--- src/hdl/hbridge_pkg.sv ---
// Package: shared constants, states and carriers for the dual bridge driver control.
// Assumes a single 25 MHz clock; analog comparators arrive as synchronous levels.
package hbridge_pkg;

	// ----------------------------------------------------------------
	// Timing
	// ----------------------------------------------------------------
	localparam int CLK_MHZ          = 25;
	localparam int BLANK_NS         = 3750;                               // Blanking after enable
	localparam int BLANK_CYC        = (BLANK_NS * CLK_MHZ + 999) / 1000;  // Least time, round up
	localparam int OFF_NS           = 23000;                              // Fixed off time
	localparam int OFF_CYC          = (OFF_NS * CLK_MHZ + 999) / 1000;
	localparam int DEGLITCH_NS      = 1000;                               // Overcurrent deglitch
	localparam int DEGLITCH_CYC     = (DEGLITCH_NS * CLK_MHZ) / 1000;     // Longest time, round down
	localparam int RETRY_US         = 1400;                               // Overcurrent retry
	localparam int RETRY_CYC        = RETRY_US * CLK_MHZ;
	localparam int SLEEP_NS         = 1000;                               // Sleep entry delay
	localparam int SLEEP_CYC        = (SLEEP_NS * CLK_MHZ + 999) / 1000;
	localparam int WAKE_NS          = 1000;                               // Wake-up interval
	localparam int WAKE_CYC         = (WAKE_NS * CLK_MHZ + 999) / 1000;
	localparam int CNT_W            = 16;
	localparam logic [CNT_W-1:0] CNT_ZERO = 16'h0000;
	localparam logic [CNT_W-1:0] CNT_ONE  = 16'h0001;

	// ----------------------------------------------------------------
	// Types
	// ----------------------------------------------------------------
	typedef enum logic [3:0] {
		CH_RUN   = 4'h1,   // Decoded drive, blanking or sensing
		CH_OFF   = 4'h2,   // Chopping slow decay
		CH_TRIP  = 4'h4,   // Overcurrent shutdown, retry wait
		CH_IDLE  = 4'h8    // Sleep, thermal or not yet awake
	} ch_state_t;

	// Control input pair of one bridge
	typedef struct packed {
		logic first;
		logic second;
	} ctrl_pair_t;

	// Gate drive of one bridge: high and low sides of each half
	typedef struct packed {
		logic hs_first;
		logic ls_first;
		logic hs_second;
		logic ls_second;
	} gate_t;

	localparam gate_t GATE_OFF = 4'h0;

endpackage

--- src/hdl/bridge_channel.sv ---
// One bridge channel: input decoding, chopping, blanking and overcurrent retry.
// Assumes inputs synchronous to mclk; enable low holds the channel idle.
`timescale 1ns/1ps
module bridge_channel #(
	parameter int RETRY_CYCLES = hbridge_pkg::RETRY_CYC
) (
	input  wire logic                    mclk,
	input  wire logic                    rst_b,
	input  wire logic                    enable,
	input  wire hbridge_pkg::ctrl_pair_t ctrl,
	input  wire logic                    sense_trip,
	input  wire logic                    fet_limit,
	output hbridge_pkg::gate_t           gate,
	output logic                         oc_fault
);
	// ----------------------------------------------------------------
	// State and timers
	// ----------------------------------------------------------------
	hbridge_pkg::ch_state_t     state;
	hbridge_pkg::ch_state_t     next_state;
	logic [hbridge_pkg::CNT_W-1:0] timer;
	logic [hbridge_pkg::CNT_W-1:0] deg_cnt;
	logic                       driving;
	logic                       prev_driving;
	logic                       oc_hit;
	hbridge_pkg::gate_t         next_gate;

	// Bridge is actively sourcing current (forward or reverse)
	assign driving = ctrl.first ^ ctrl.second;
	assign oc_hit  = fet_limit && (deg_cnt >= hbridge_pkg::CNT_W'(hbridge_pkg::DEGLITCH_CYC - 1));

	always_ff @(posedge mclk or negedge rst_b) begin
		if (!rst_b) begin
			deg_cnt <= hbridge_pkg::CNT_ZERO;
		end else if (!fet_limit || state != hbridge_pkg::CH_RUN) begin
			deg_cnt <= hbridge_pkg::CNT_ZERO;
		end else if (!oc_hit) begin
			deg_cnt <= deg_cnt + hbridge_pkg::CNT_ONE;
		end
	end

	// Next state selection
	always_comb begin
		next_state = state;
		unique case (state)
			hbridge_pkg::CH_IDLE: begin
				if (enable) begin
					next_state = hbridge_pkg::CH_RUN;
				end
			end
			hbridge_pkg::CH_RUN: begin
				if (!enable) begin
					next_state = hbridge_pkg::CH_IDLE;
				end else if (oc_hit) begin
					next_state = hbridge_pkg::CH_TRIP;
				// chop after blanking; never on the edge that starts the drive
				end else if (driving && prev_driving && sense_trip && timer == hbridge_pkg::CNT_ZERO) begin
					next_state = hbridge_pkg::CH_OFF;
				end
			end
			hbridge_pkg::CH_OFF: begin
				if (!enable) begin
					next_state = hbridge_pkg::CH_IDLE;
				end else if (timer == hbridge_pkg::CNT_ZERO) begin
					next_state = hbridge_pkg::CH_RUN;
				end
			end
			hbridge_pkg::CH_TRIP: begin
				if (!enable) begin
					next_state = hbridge_pkg::CH_IDLE;
				end else if (timer == hbridge_pkg::CNT_ZERO) begin
					next_state = hbridge_pkg::CH_RUN;
				end
			end
		endcase
	end

	always_ff @(posedge mclk or negedge rst_b) begin
		if (!rst_b) begin
			state <= hbridge_pkg::CH_IDLE;
		end else begin
			state <= next_state;
		end
	end

	always_ff @(posedge mclk or negedge rst_b) begin
		if (!rst_b) begin
			prev_driving <= 1'b0;
		end else begin
			prev_driving <= driving && state == hbridge_pkg::CH_RUN;
		end
	end

	// per channel timer: blank, off time, retry
	always_ff @(posedge mclk or negedge rst_b) begin
		if (!rst_b) begin
			timer <= hbridge_pkg::CNT_ZERO;
		end else if (state != hbridge_pkg::CH_TRIP && next_state == hbridge_pkg::CH_TRIP) begin
			timer <= hbridge_pkg::CNT_W'(RETRY_CYCLES - 1);
		end else if (state == hbridge_pkg::CH_RUN && next_state == hbridge_pkg::CH_OFF) begin
			timer <= hbridge_pkg::CNT_W'(hbridge_pkg::OFF_CYC - 1);
		end else if (next_state == hbridge_pkg::CH_RUN
			&& (state != hbridge_pkg::CH_RUN || (driving && !prev_driving))) begin
			timer <= hbridge_pkg::CNT_W'(hbridge_pkg::BLANK_CYC - 1);
		end else if (timer != hbridge_pkg::CNT_ZERO) begin
			timer <= timer - hbridge_pkg::CNT_ONE;
		end
	end

	// input decode into gate drive; coast leaves all off
	always_comb begin
		next_gate = hbridge_pkg::GATE_OFF;
		unique case (next_state)
			hbridge_pkg::CH_RUN: begin
				next_gate.hs_first  = ctrl.first && !ctrl.second;
				next_gate.ls_first  = ctrl.second;
				next_gate.hs_second = ctrl.second && !ctrl.first;
				next_gate.ls_second = ctrl.first;
			end
			hbridge_pkg::CH_OFF: begin
				// slow decay, both low sides on
				next_gate.ls_first  = 1'b1;
				next_gate.ls_second = 1'b1;
			end
			hbridge_pkg::CH_TRIP,
			hbridge_pkg::CH_IDLE: begin
				next_gate = hbridge_pkg::GATE_OFF;
			end
		endcase
	end

	always_ff @(posedge mclk or negedge rst_b) begin
		if (!rst_b) begin
			gate     <= hbridge_pkg::GATE_OFF;
			oc_fault <= 1'b0;
		end else begin
			gate     <= next_gate;
			oc_fault <= next_state == hbridge_pkg::CH_TRIP;
		end
	end

	// ----------------------------------------------------------------
	// Checks
	// ----------------------------------------------------------------
	a_off_time_len: assert property (@(posedge mclk) disable iff (!rst_b)
		$rose(state == hbridge_pkg::CH_OFF) |-> (state == hbridge_pkg::CH_OFF) [*8])
		else $error("off time ended early");
	a_trip_gates_off: assert property (@(posedge mclk) disable iff (!rst_b)
		oc_hit && enable |=> oc_fault && gate == hbridge_pkg::GATE_OFF)
		else $error("overcurrent did not shut the bridge");
	a_slow_decay_gate: assert property (@(posedge mclk) disable iff (!rst_b)
		state == hbridge_pkg::CH_OFF |-> gate.ls_first && gate.ls_second && !gate.hs_first && !gate.hs_second)
		else $error("slow decay drive wrong");
	a_no_shoot_through: assert property (@(posedge mclk) disable iff (!rst_b)
		!(gate.hs_first && gate.ls_first) && !(gate.hs_second && gate.ls_second))
		else $error("half bridge shoot through");
	a_blank_ignore: assert property (@(posedge mclk) disable iff (!rst_b)
		$rose(state == hbridge_pkg::CH_RUN) |=> (state != hbridge_pkg::CH_OFF) [*8])
		else $error("chop during blanking");
endmodule

--- src/hdl/dual_hbridge_drive_control.sv ---
// File: top level of the dual bridge control logic.
// Assumes comparator and limit levels synchronous to mclk; the pad ring
// resolves high impedance from the output enables.
`timescale 1ns/1ps
module dual_hbridge_drive_control #(
	parameter int RETRY_CYCLES = hbridge_pkg::RETRY_CYC
) (
	input  wire logic       mclk,
	input  wire logic       rst_b,
	input  wire logic       bridge_a_ctrl_first,
	input  wire logic       bridge_a_ctrl_second,
	input  wire logic       bridge_b_ctrl_first,
	input  wire logic       bridge_b_ctrl_second,
	input  wire logic       sleep_request_low,
	input  wire logic       undervoltage_lockout,
	input  wire logic       thermal_cutoff,
	input  wire logic [1:0] sense_trip,
	input  wire logic [1:0] fet_limit_high,
	input  wire logic [1:0] fet_limit_low,
	output logic            bridge_a_drive_first,
	output logic            bridge_a_drive_first_oe,
	output logic            bridge_a_drive_second,
	output logic            bridge_a_drive_second_oe,
	output logic            bridge_b_drive_first,
	output logic            bridge_b_drive_first_oe,
	output logic            bridge_b_drive_second,
	output logic            bridge_b_drive_second_oe,
	output hbridge_pkg::gate_t [1:0] gate_drive,
	output logic            fault_flag_low,
	output logic            fault_flag_low_oe
);
	// ----------------------------------------------------------------
	// Internal reset and power state
	// ----------------------------------------------------------------
	logic                          core_rst_b;
	logic                          asleep;
	logic                          awake;
	logic [hbridge_pkg::CNT_W-1:0] sleep_cnt;
	logic [hbridge_pkg::CNT_W-1:0] wake_cnt;
	logic                          ch_enable;
	hbridge_pkg::ctrl_pair_t [1:0] ctrl;
	hbridge_pkg::gate_t [1:0]      gate;
	logic [1:0]                    oc_fault;

	assign core_rst_b = rst_b && !undervoltage_lockout;

	always_ff @(posedge mclk or negedge core_rst_b) begin
		if (!core_rst_b) begin
			sleep_cnt <= hbridge_pkg::CNT_ZERO;
			asleep    <= 1'b0;
		end else if (sleep_request_low) begin
			sleep_cnt <= hbridge_pkg::CNT_ZERO;
			asleep    <= 1'b0;
		end else if (sleep_cnt >= hbridge_pkg::CNT_W'(hbridge_pkg::SLEEP_CYC - 1)) begin
			asleep    <= 1'b1;
		end else begin
			sleep_cnt <= sleep_cnt + hbridge_pkg::CNT_ONE;
		end
	end

	// wake-up interval after sleep or reset
	always_ff @(posedge mclk or negedge core_rst_b) begin
		if (!core_rst_b) begin
			wake_cnt <= hbridge_pkg::CNT_ZERO;
			awake    <= 1'b0;
		end else if (asleep) begin
			wake_cnt <= hbridge_pkg::CNT_ZERO;
			awake    <= 1'b0;
		end else if (!sleep_request_low) begin
			wake_cnt <= wake_cnt;
		end else if (wake_cnt >= hbridge_pkg::CNT_W'(hbridge_pkg::WAKE_CYC - 1)) begin
			awake    <= 1'b1;
		end else begin
			wake_cnt <= wake_cnt + hbridge_pkg::CNT_ONE;
		end
	end

	// bridges enabled only awake and cool
	assign ch_enable = awake && !asleep && !thermal_cutoff;

	assign ctrl[0] = '{first: bridge_a_ctrl_first && awake, second: bridge_a_ctrl_second && awake};
	assign ctrl[1] = '{first: bridge_b_ctrl_first && awake, second: bridge_b_ctrl_second && awake};

	// ----------------------------------------------------------------
	// Channels
	// ----------------------------------------------------------------
	// two independent channels
	for (genvar ch = 0; ch < 2; ch++) begin : g_ch
		bridge_channel #(
			.RETRY_CYCLES (RETRY_CYCLES)
		) u_channel (
			.mclk       (mclk),
			.rst_b      (core_rst_b),
			.enable     (ch_enable),
			.ctrl       (ctrl[ch]),
			.sense_trip (sense_trip[ch]),
			.fet_limit  (fet_limit_high[ch] || fet_limit_low[ch]),
			.gate       (gate[ch]),
			.oc_fault   (oc_fault[ch])
		);
	end

	// ----------------------------------------------------------------
	// Output pins
	// ----------------------------------------------------------------
	// Pad levels and enables registered from the gates; Z when neither side on
	always_ff @(posedge mclk or negedge core_rst_b) begin
		if (!core_rst_b) begin
			bridge_a_drive_first     <= 1'b0;
			bridge_a_drive_first_oe  <= 1'b0;
			bridge_a_drive_second    <= 1'b0;
			bridge_a_drive_second_oe <= 1'b0;
			bridge_b_drive_first     <= 1'b0;
			bridge_b_drive_first_oe  <= 1'b0;
			bridge_b_drive_second    <= 1'b0;
			bridge_b_drive_second_oe <= 1'b0;
			gate_drive               <= {hbridge_pkg::GATE_OFF, hbridge_pkg::GATE_OFF};
		end else begin
			bridge_a_drive_first     <= gate[0].hs_first;
			bridge_a_drive_first_oe  <= gate[0].hs_first || gate[0].ls_first;
			bridge_a_drive_second    <= gate[0].hs_second;
			bridge_a_drive_second_oe <= gate[0].hs_second || gate[0].ls_second;
			bridge_b_drive_first     <= gate[1].hs_first;
			bridge_b_drive_first_oe  <= gate[1].hs_first || gate[1].ls_first;
			bridge_b_drive_second    <= gate[1].hs_second;
			bridge_b_drive_second_oe <= gate[1].hs_second || gate[1].ls_second;
			gate_drive               <= gate;
		end
	end

	always_ff @(posedge mclk or negedge core_rst_b) begin
		if (!core_rst_b) begin
			fault_flag_low_oe <= 1'b0;
		end else begin
			fault_flag_low_oe <= (thermal_cutoff && awake) || (|oc_fault);
		end
	end

	always_ff @(posedge mclk or negedge rst_b) begin
		if (!rst_b) begin
			fault_flag_low <= 1'b0;
		end else begin
			fault_flag_low <= 1'b0;
		end
	end

	// ----------------------------------------------------------------
	// Checks
	// ----------------------------------------------------------------
	a_uv_no_fault: assert property (@(posedge mclk) disable iff (!rst_b)
		undervoltage_lockout |-> !fault_flag_low_oe)
		else $error("fault driven during undervoltage");
	a_sleep_outputs_off: assert property (@(posedge mclk) disable iff (!core_rst_b)
		asleep |-> ##2 !bridge_a_drive_first_oe && !bridge_a_drive_second_oe
			&& !bridge_b_drive_first_oe && !bridge_b_drive_second_oe)
		else $error("bridge driven while asleep");
	a_thermal_fault_pin: assert property (@(posedge mclk) disable iff (!core_rst_b)
		thermal_cutoff && awake |=> fault_flag_low_oe)
		else $error("thermal fault not flagged");
	a_brake_both_low: assert property (@(posedge mclk) disable iff (!core_rst_b)
		gate_drive[0].ls_first && gate_drive[0].ls_second |-> !bridge_a_drive_first && !bridge_a_drive_second
			&& bridge_a_drive_first_oe && bridge_a_drive_second_oe)
		else $error("brake drive wrong");
endmodule

--- config.mk ---
export PLATFORM = sky130hd
export DESIGN_NAME = dual_hbridge_drive_control
export DESIGN_NICKNAME = d
export VERILOG_FILES = /design/src/hdl/hbridge_pkg.sv /design/src/hdl/bridge_channel.sv /design/src/hdl/dual_hbridge_drive_control.sv
export SDC_FILE = /design/constraint.sdc
export NUM_CORES = 1
export LEC_CHECK = 0
export ABC_AREA = 1
export BUFFER_PORTS_ARGS = -buffer_cell sky130_fd_sc_hd__buf_2
export CAP_MARGIN = 0
export CORE_UTILIZATION = 55
export DETAILED_ROUTE_END_ITERATION = 6
export PLACE_DENSITY = 0.76
export SYNTH_ARGS = -nofsm -noshare
export SYNTH_HDL_FRONTEND = slang
export SYNTH_HIERARCHICAL = 1
export SYNTH_SLANG_ARGS = --single-unit
--- constraint.sdc ---
create_clock -name mclk -period 9.75 [get_ports mclk]
set_input_delay 2.4375 -clock mclk [delete_from_list [all_inputs] [get_ports mclk]]
set_output_delay 2.4375 -clock mclk [all_outputs]
set_load 0.05 [all_outputs]
==> flow_summary.toml <==
[logic_synthesis]
synth_ff_type = "dfrtp_1"
synth.cell_area_um2 = 6559
ys_top_cells_by_area = "dfrtp_1 (49%), inv_1 (7.4%), nand2_1 (6.7%)"
avgSynthCellArea_um2 = 8.607
synth_fa_ha_area_share_pct = 2.671
synth_cells = 762
yosys-top-cells-count = "dfrtp_1 (129), inv_1 (129), nand2_1 (117)"
seq_area_frac_synth_pct = 50.02
synth_cell_types = 42
synth_top_family_by_area = "simple AND/OR/NAND/NOR gates"
synth_edf_count = 0
synth_nets = 791
synthMuxAreaShare_pct = 0
synth_compound_area_share_pct = 4.731
synth_xor_area_share_pct = 4.140
yosys.area_share.simple_pct = 29.59
synth_area_leader_cell = "dfrtp_1"
ys_warn_count = 6
async_reset_ff_share_pct = 100.0
ys_ff_latch = 131
netlist.area_leader.share_pct = 49.22

[worst_setup_path]
crit_slowest_cell = "nor3_2"
worst_path_largest_cell_delay_ns = 0.76
startpoint = "thermal_cutoff"
worstPathMaxFanout = 14
endpoint_kind = "flip-flop"
worstPathRequired_ns = 10.06
critPathTopFamily = "simple AND/OR/NAND/NOR gates"
crit_buf_inv = 4
arrival_ns = 4.79
crit_type = "input port to flip-flop"
worstSetupStartpointType = "input port"
crit_path_cell_trace = "buf_2, nor3_2, inv_1, o21ai_0, nand2_1, a21oi_4, nand4_2, nand3_1, inv_2, nand3_1, inv_1"
rr_startpoint = "asleep"

[timing]
hold_violations = 0
worst_pin_slew_ns = 1.056
layout_min_cycle_time_ns = 4.480
slew_headroom_pct = 29.59
finalSetupViolCount = 0
period_share_pct = 45.95
finalHoldWorstSlack_ns = 0.3638
rsz0062_at_grt = "false"
drv_slew = 0
fin_setup_tns_ns = 0
fin_skew_ns = 0.006738
max_freq_mhz = 223.2

[clock_tree]
post-cts-setup-buffer-count = 0
cts_tree = "done"
clkLatencyLatePin_ns = 0.41
cts.path.max_buffers = 2
cts_buffers = 17
post_cts_resized = 0
holdBufCountCts = 0
clock_sinks = 131
clk_pin_slew_ns = 0.06
clockRootBuffer = "clkbuf_16"
ctsHtreeMaxLevel = 4

[grt]
grt_pass1_wl_um = 21680
track_usage_pct = 22.05
grt_pass1_vias = 4823
overflow = 0
grt_max_degree = 87
antenna_found_initial = 0

[cells_and_area]
num_antenna_cells = 0
final_cells = 959
fin_nets = 832
postLayoutCellArea_um2 = 7446
area_growth_pct = 13.53
drive_gt1_share_pct = 17.03
post-route-util_pct = 64.66

[die]
core_area_um2 = 11520
die_area_um2 = 12370
dieHeight_um = 111.2
start_util_pct = 56.95
row_count = 39
die_x_um = 111.2
io_pins = 33

[flow_run]
drv_cap = 0

[placed_design]
dp_hpwl_um = 8563
dpl-instance-area_um2 = 6843
post-place-cells = 927
place_congestion = 0.8765
port_buffers = 31

[power]
ir_worst_vdd_mv = 0.1144
pwr_density_cell_nw_per_um2 = 258.7
p_leak_nw = 3.954

[hold_path]
hold_class = "flip-flop to flip-flop"
hp-start = "g_ch[0].u_channel/gate[3]"

[status]
outcome = "finished with violations"
violations = "DRC"

[route]
via_per_inst = 5.108
drc_errors = 6
num_vias = 4899
avgRoutedWirePerCell_um = 12.71
wirelength_um = 12190
drtPass1Iterations = 7
drt_iter0_markers = 303
final_antenna_net_count = 0
==> sequential cells by signal (all words and copies together) (netlist names), 2 cells and up <==
register and cells:
g_ch.u_channel/deg_cnt 32, g_ch.u_channel/gate 8, g_ch.u_channel/oc_fault 2, g_ch.u_channel/prev_driving 2, g_ch.u_channel/state 8, g_ch.u_channel/timer 32
gate_drive 8, sleep_cnt 16, wake_cnt 16
==> cells in the final DEF (no fill, tap or decap), drive strengths merged <==
| cell type | instances |
|---|---|
| a211o | 1 |
| a21oi | 15 |
| a31oi | 1 |
| and3 | 1 |
| and3b | 1 |
| buf | 33 |
| bufinv | 3 |
| clkbuf | 20 |
| clkinv | 3 |
| clkinvlp | 4 |
| conb | 1 |
| dfrtp | 129 |
| dfstp | 2 |
| ha | 14 |
| inv | 135 |
| nand2 | 137 |
| nand3 | 63 |
| nand3b | 1 |
| nand4 | 20 |
| nor2 | 142 |
| nor3 | 14 |
| nor3b | 2 |
| nor4 | 2 |
| o211ai | 3 |
| o21ai | 29 |
| o21bai | 3 |
| or2 | 6 |
| xnor2 | 17 |
| xor2 | 14 |
==> worst paths after layout <==
| kind | cells past startpoint | slack, ns | end |
|---|---|---|---|
| min | 0 | 0.36 | gate_drive[3] |
| max reg2reg | 10 | 6.82 | g_ch[0].u_channel/timer[14] |
| min reg2reg | 0 | 0.36 | gate_drive[3] |
| max in group asynchronous | 4 | 6.17 | bridge_b_drive_second_oe |
| min in group asynchronous | 4 | 2.43 | g_ch[0].u_channel/deg_cnt[6] |
| max | 11 | 5.27 | g_ch[0].u_channel/timer[14] |
==> final cells by class <==
class | instances | area (µm²)
multi-input cells | 487 | 2714
fillers | 909 | 4070
well taps | 143 | 178.9
inverters | 133 | 499.2
clock inverters | 12 | 156.4
flip-flops and latches | 131 | 3281
clock buffers | 20 | 446.7
repair buffers | 33 | 170.2
==> where the power goes <==
group	internal, mW	switching [mW]
logic	0.191	0.361
clock network	0.409	0.229
registers	0.641	0.0949
total	1.24	0.684
==> logic make-up after synthesis <==
logic type | count (synthesis)
AND/OR/NAND/NOR | 389
buffers and inverters | 144
flip-flops | 131
AO/OA/AOI/OAI | 52
XOR/XNOR | 31
adder cells (fa/ha/maj) | 14
other | 1
==> layer usage <==
metal	GRT usage, %	share of wire, %	vias up	wire, µm
li1	-	-	2455	-
met1	28.99	46	2285	5590
met2	34.58	47	140	5780
met3	4.811	4.7	19	576
met4	10.90	2.0	0	241
met5	0	0	-	0
==> stage by stage <==
step	power (mW)	setup WS, ns
floorplan	1.184	2.676
global placement	1.272	4.992
detailed placement	1.290	4.873
CTS	1.939	5.312
global route	2.049	5.066
finish	1.926	5.270
Note: power is estimated with default switching activity, not from simulation.
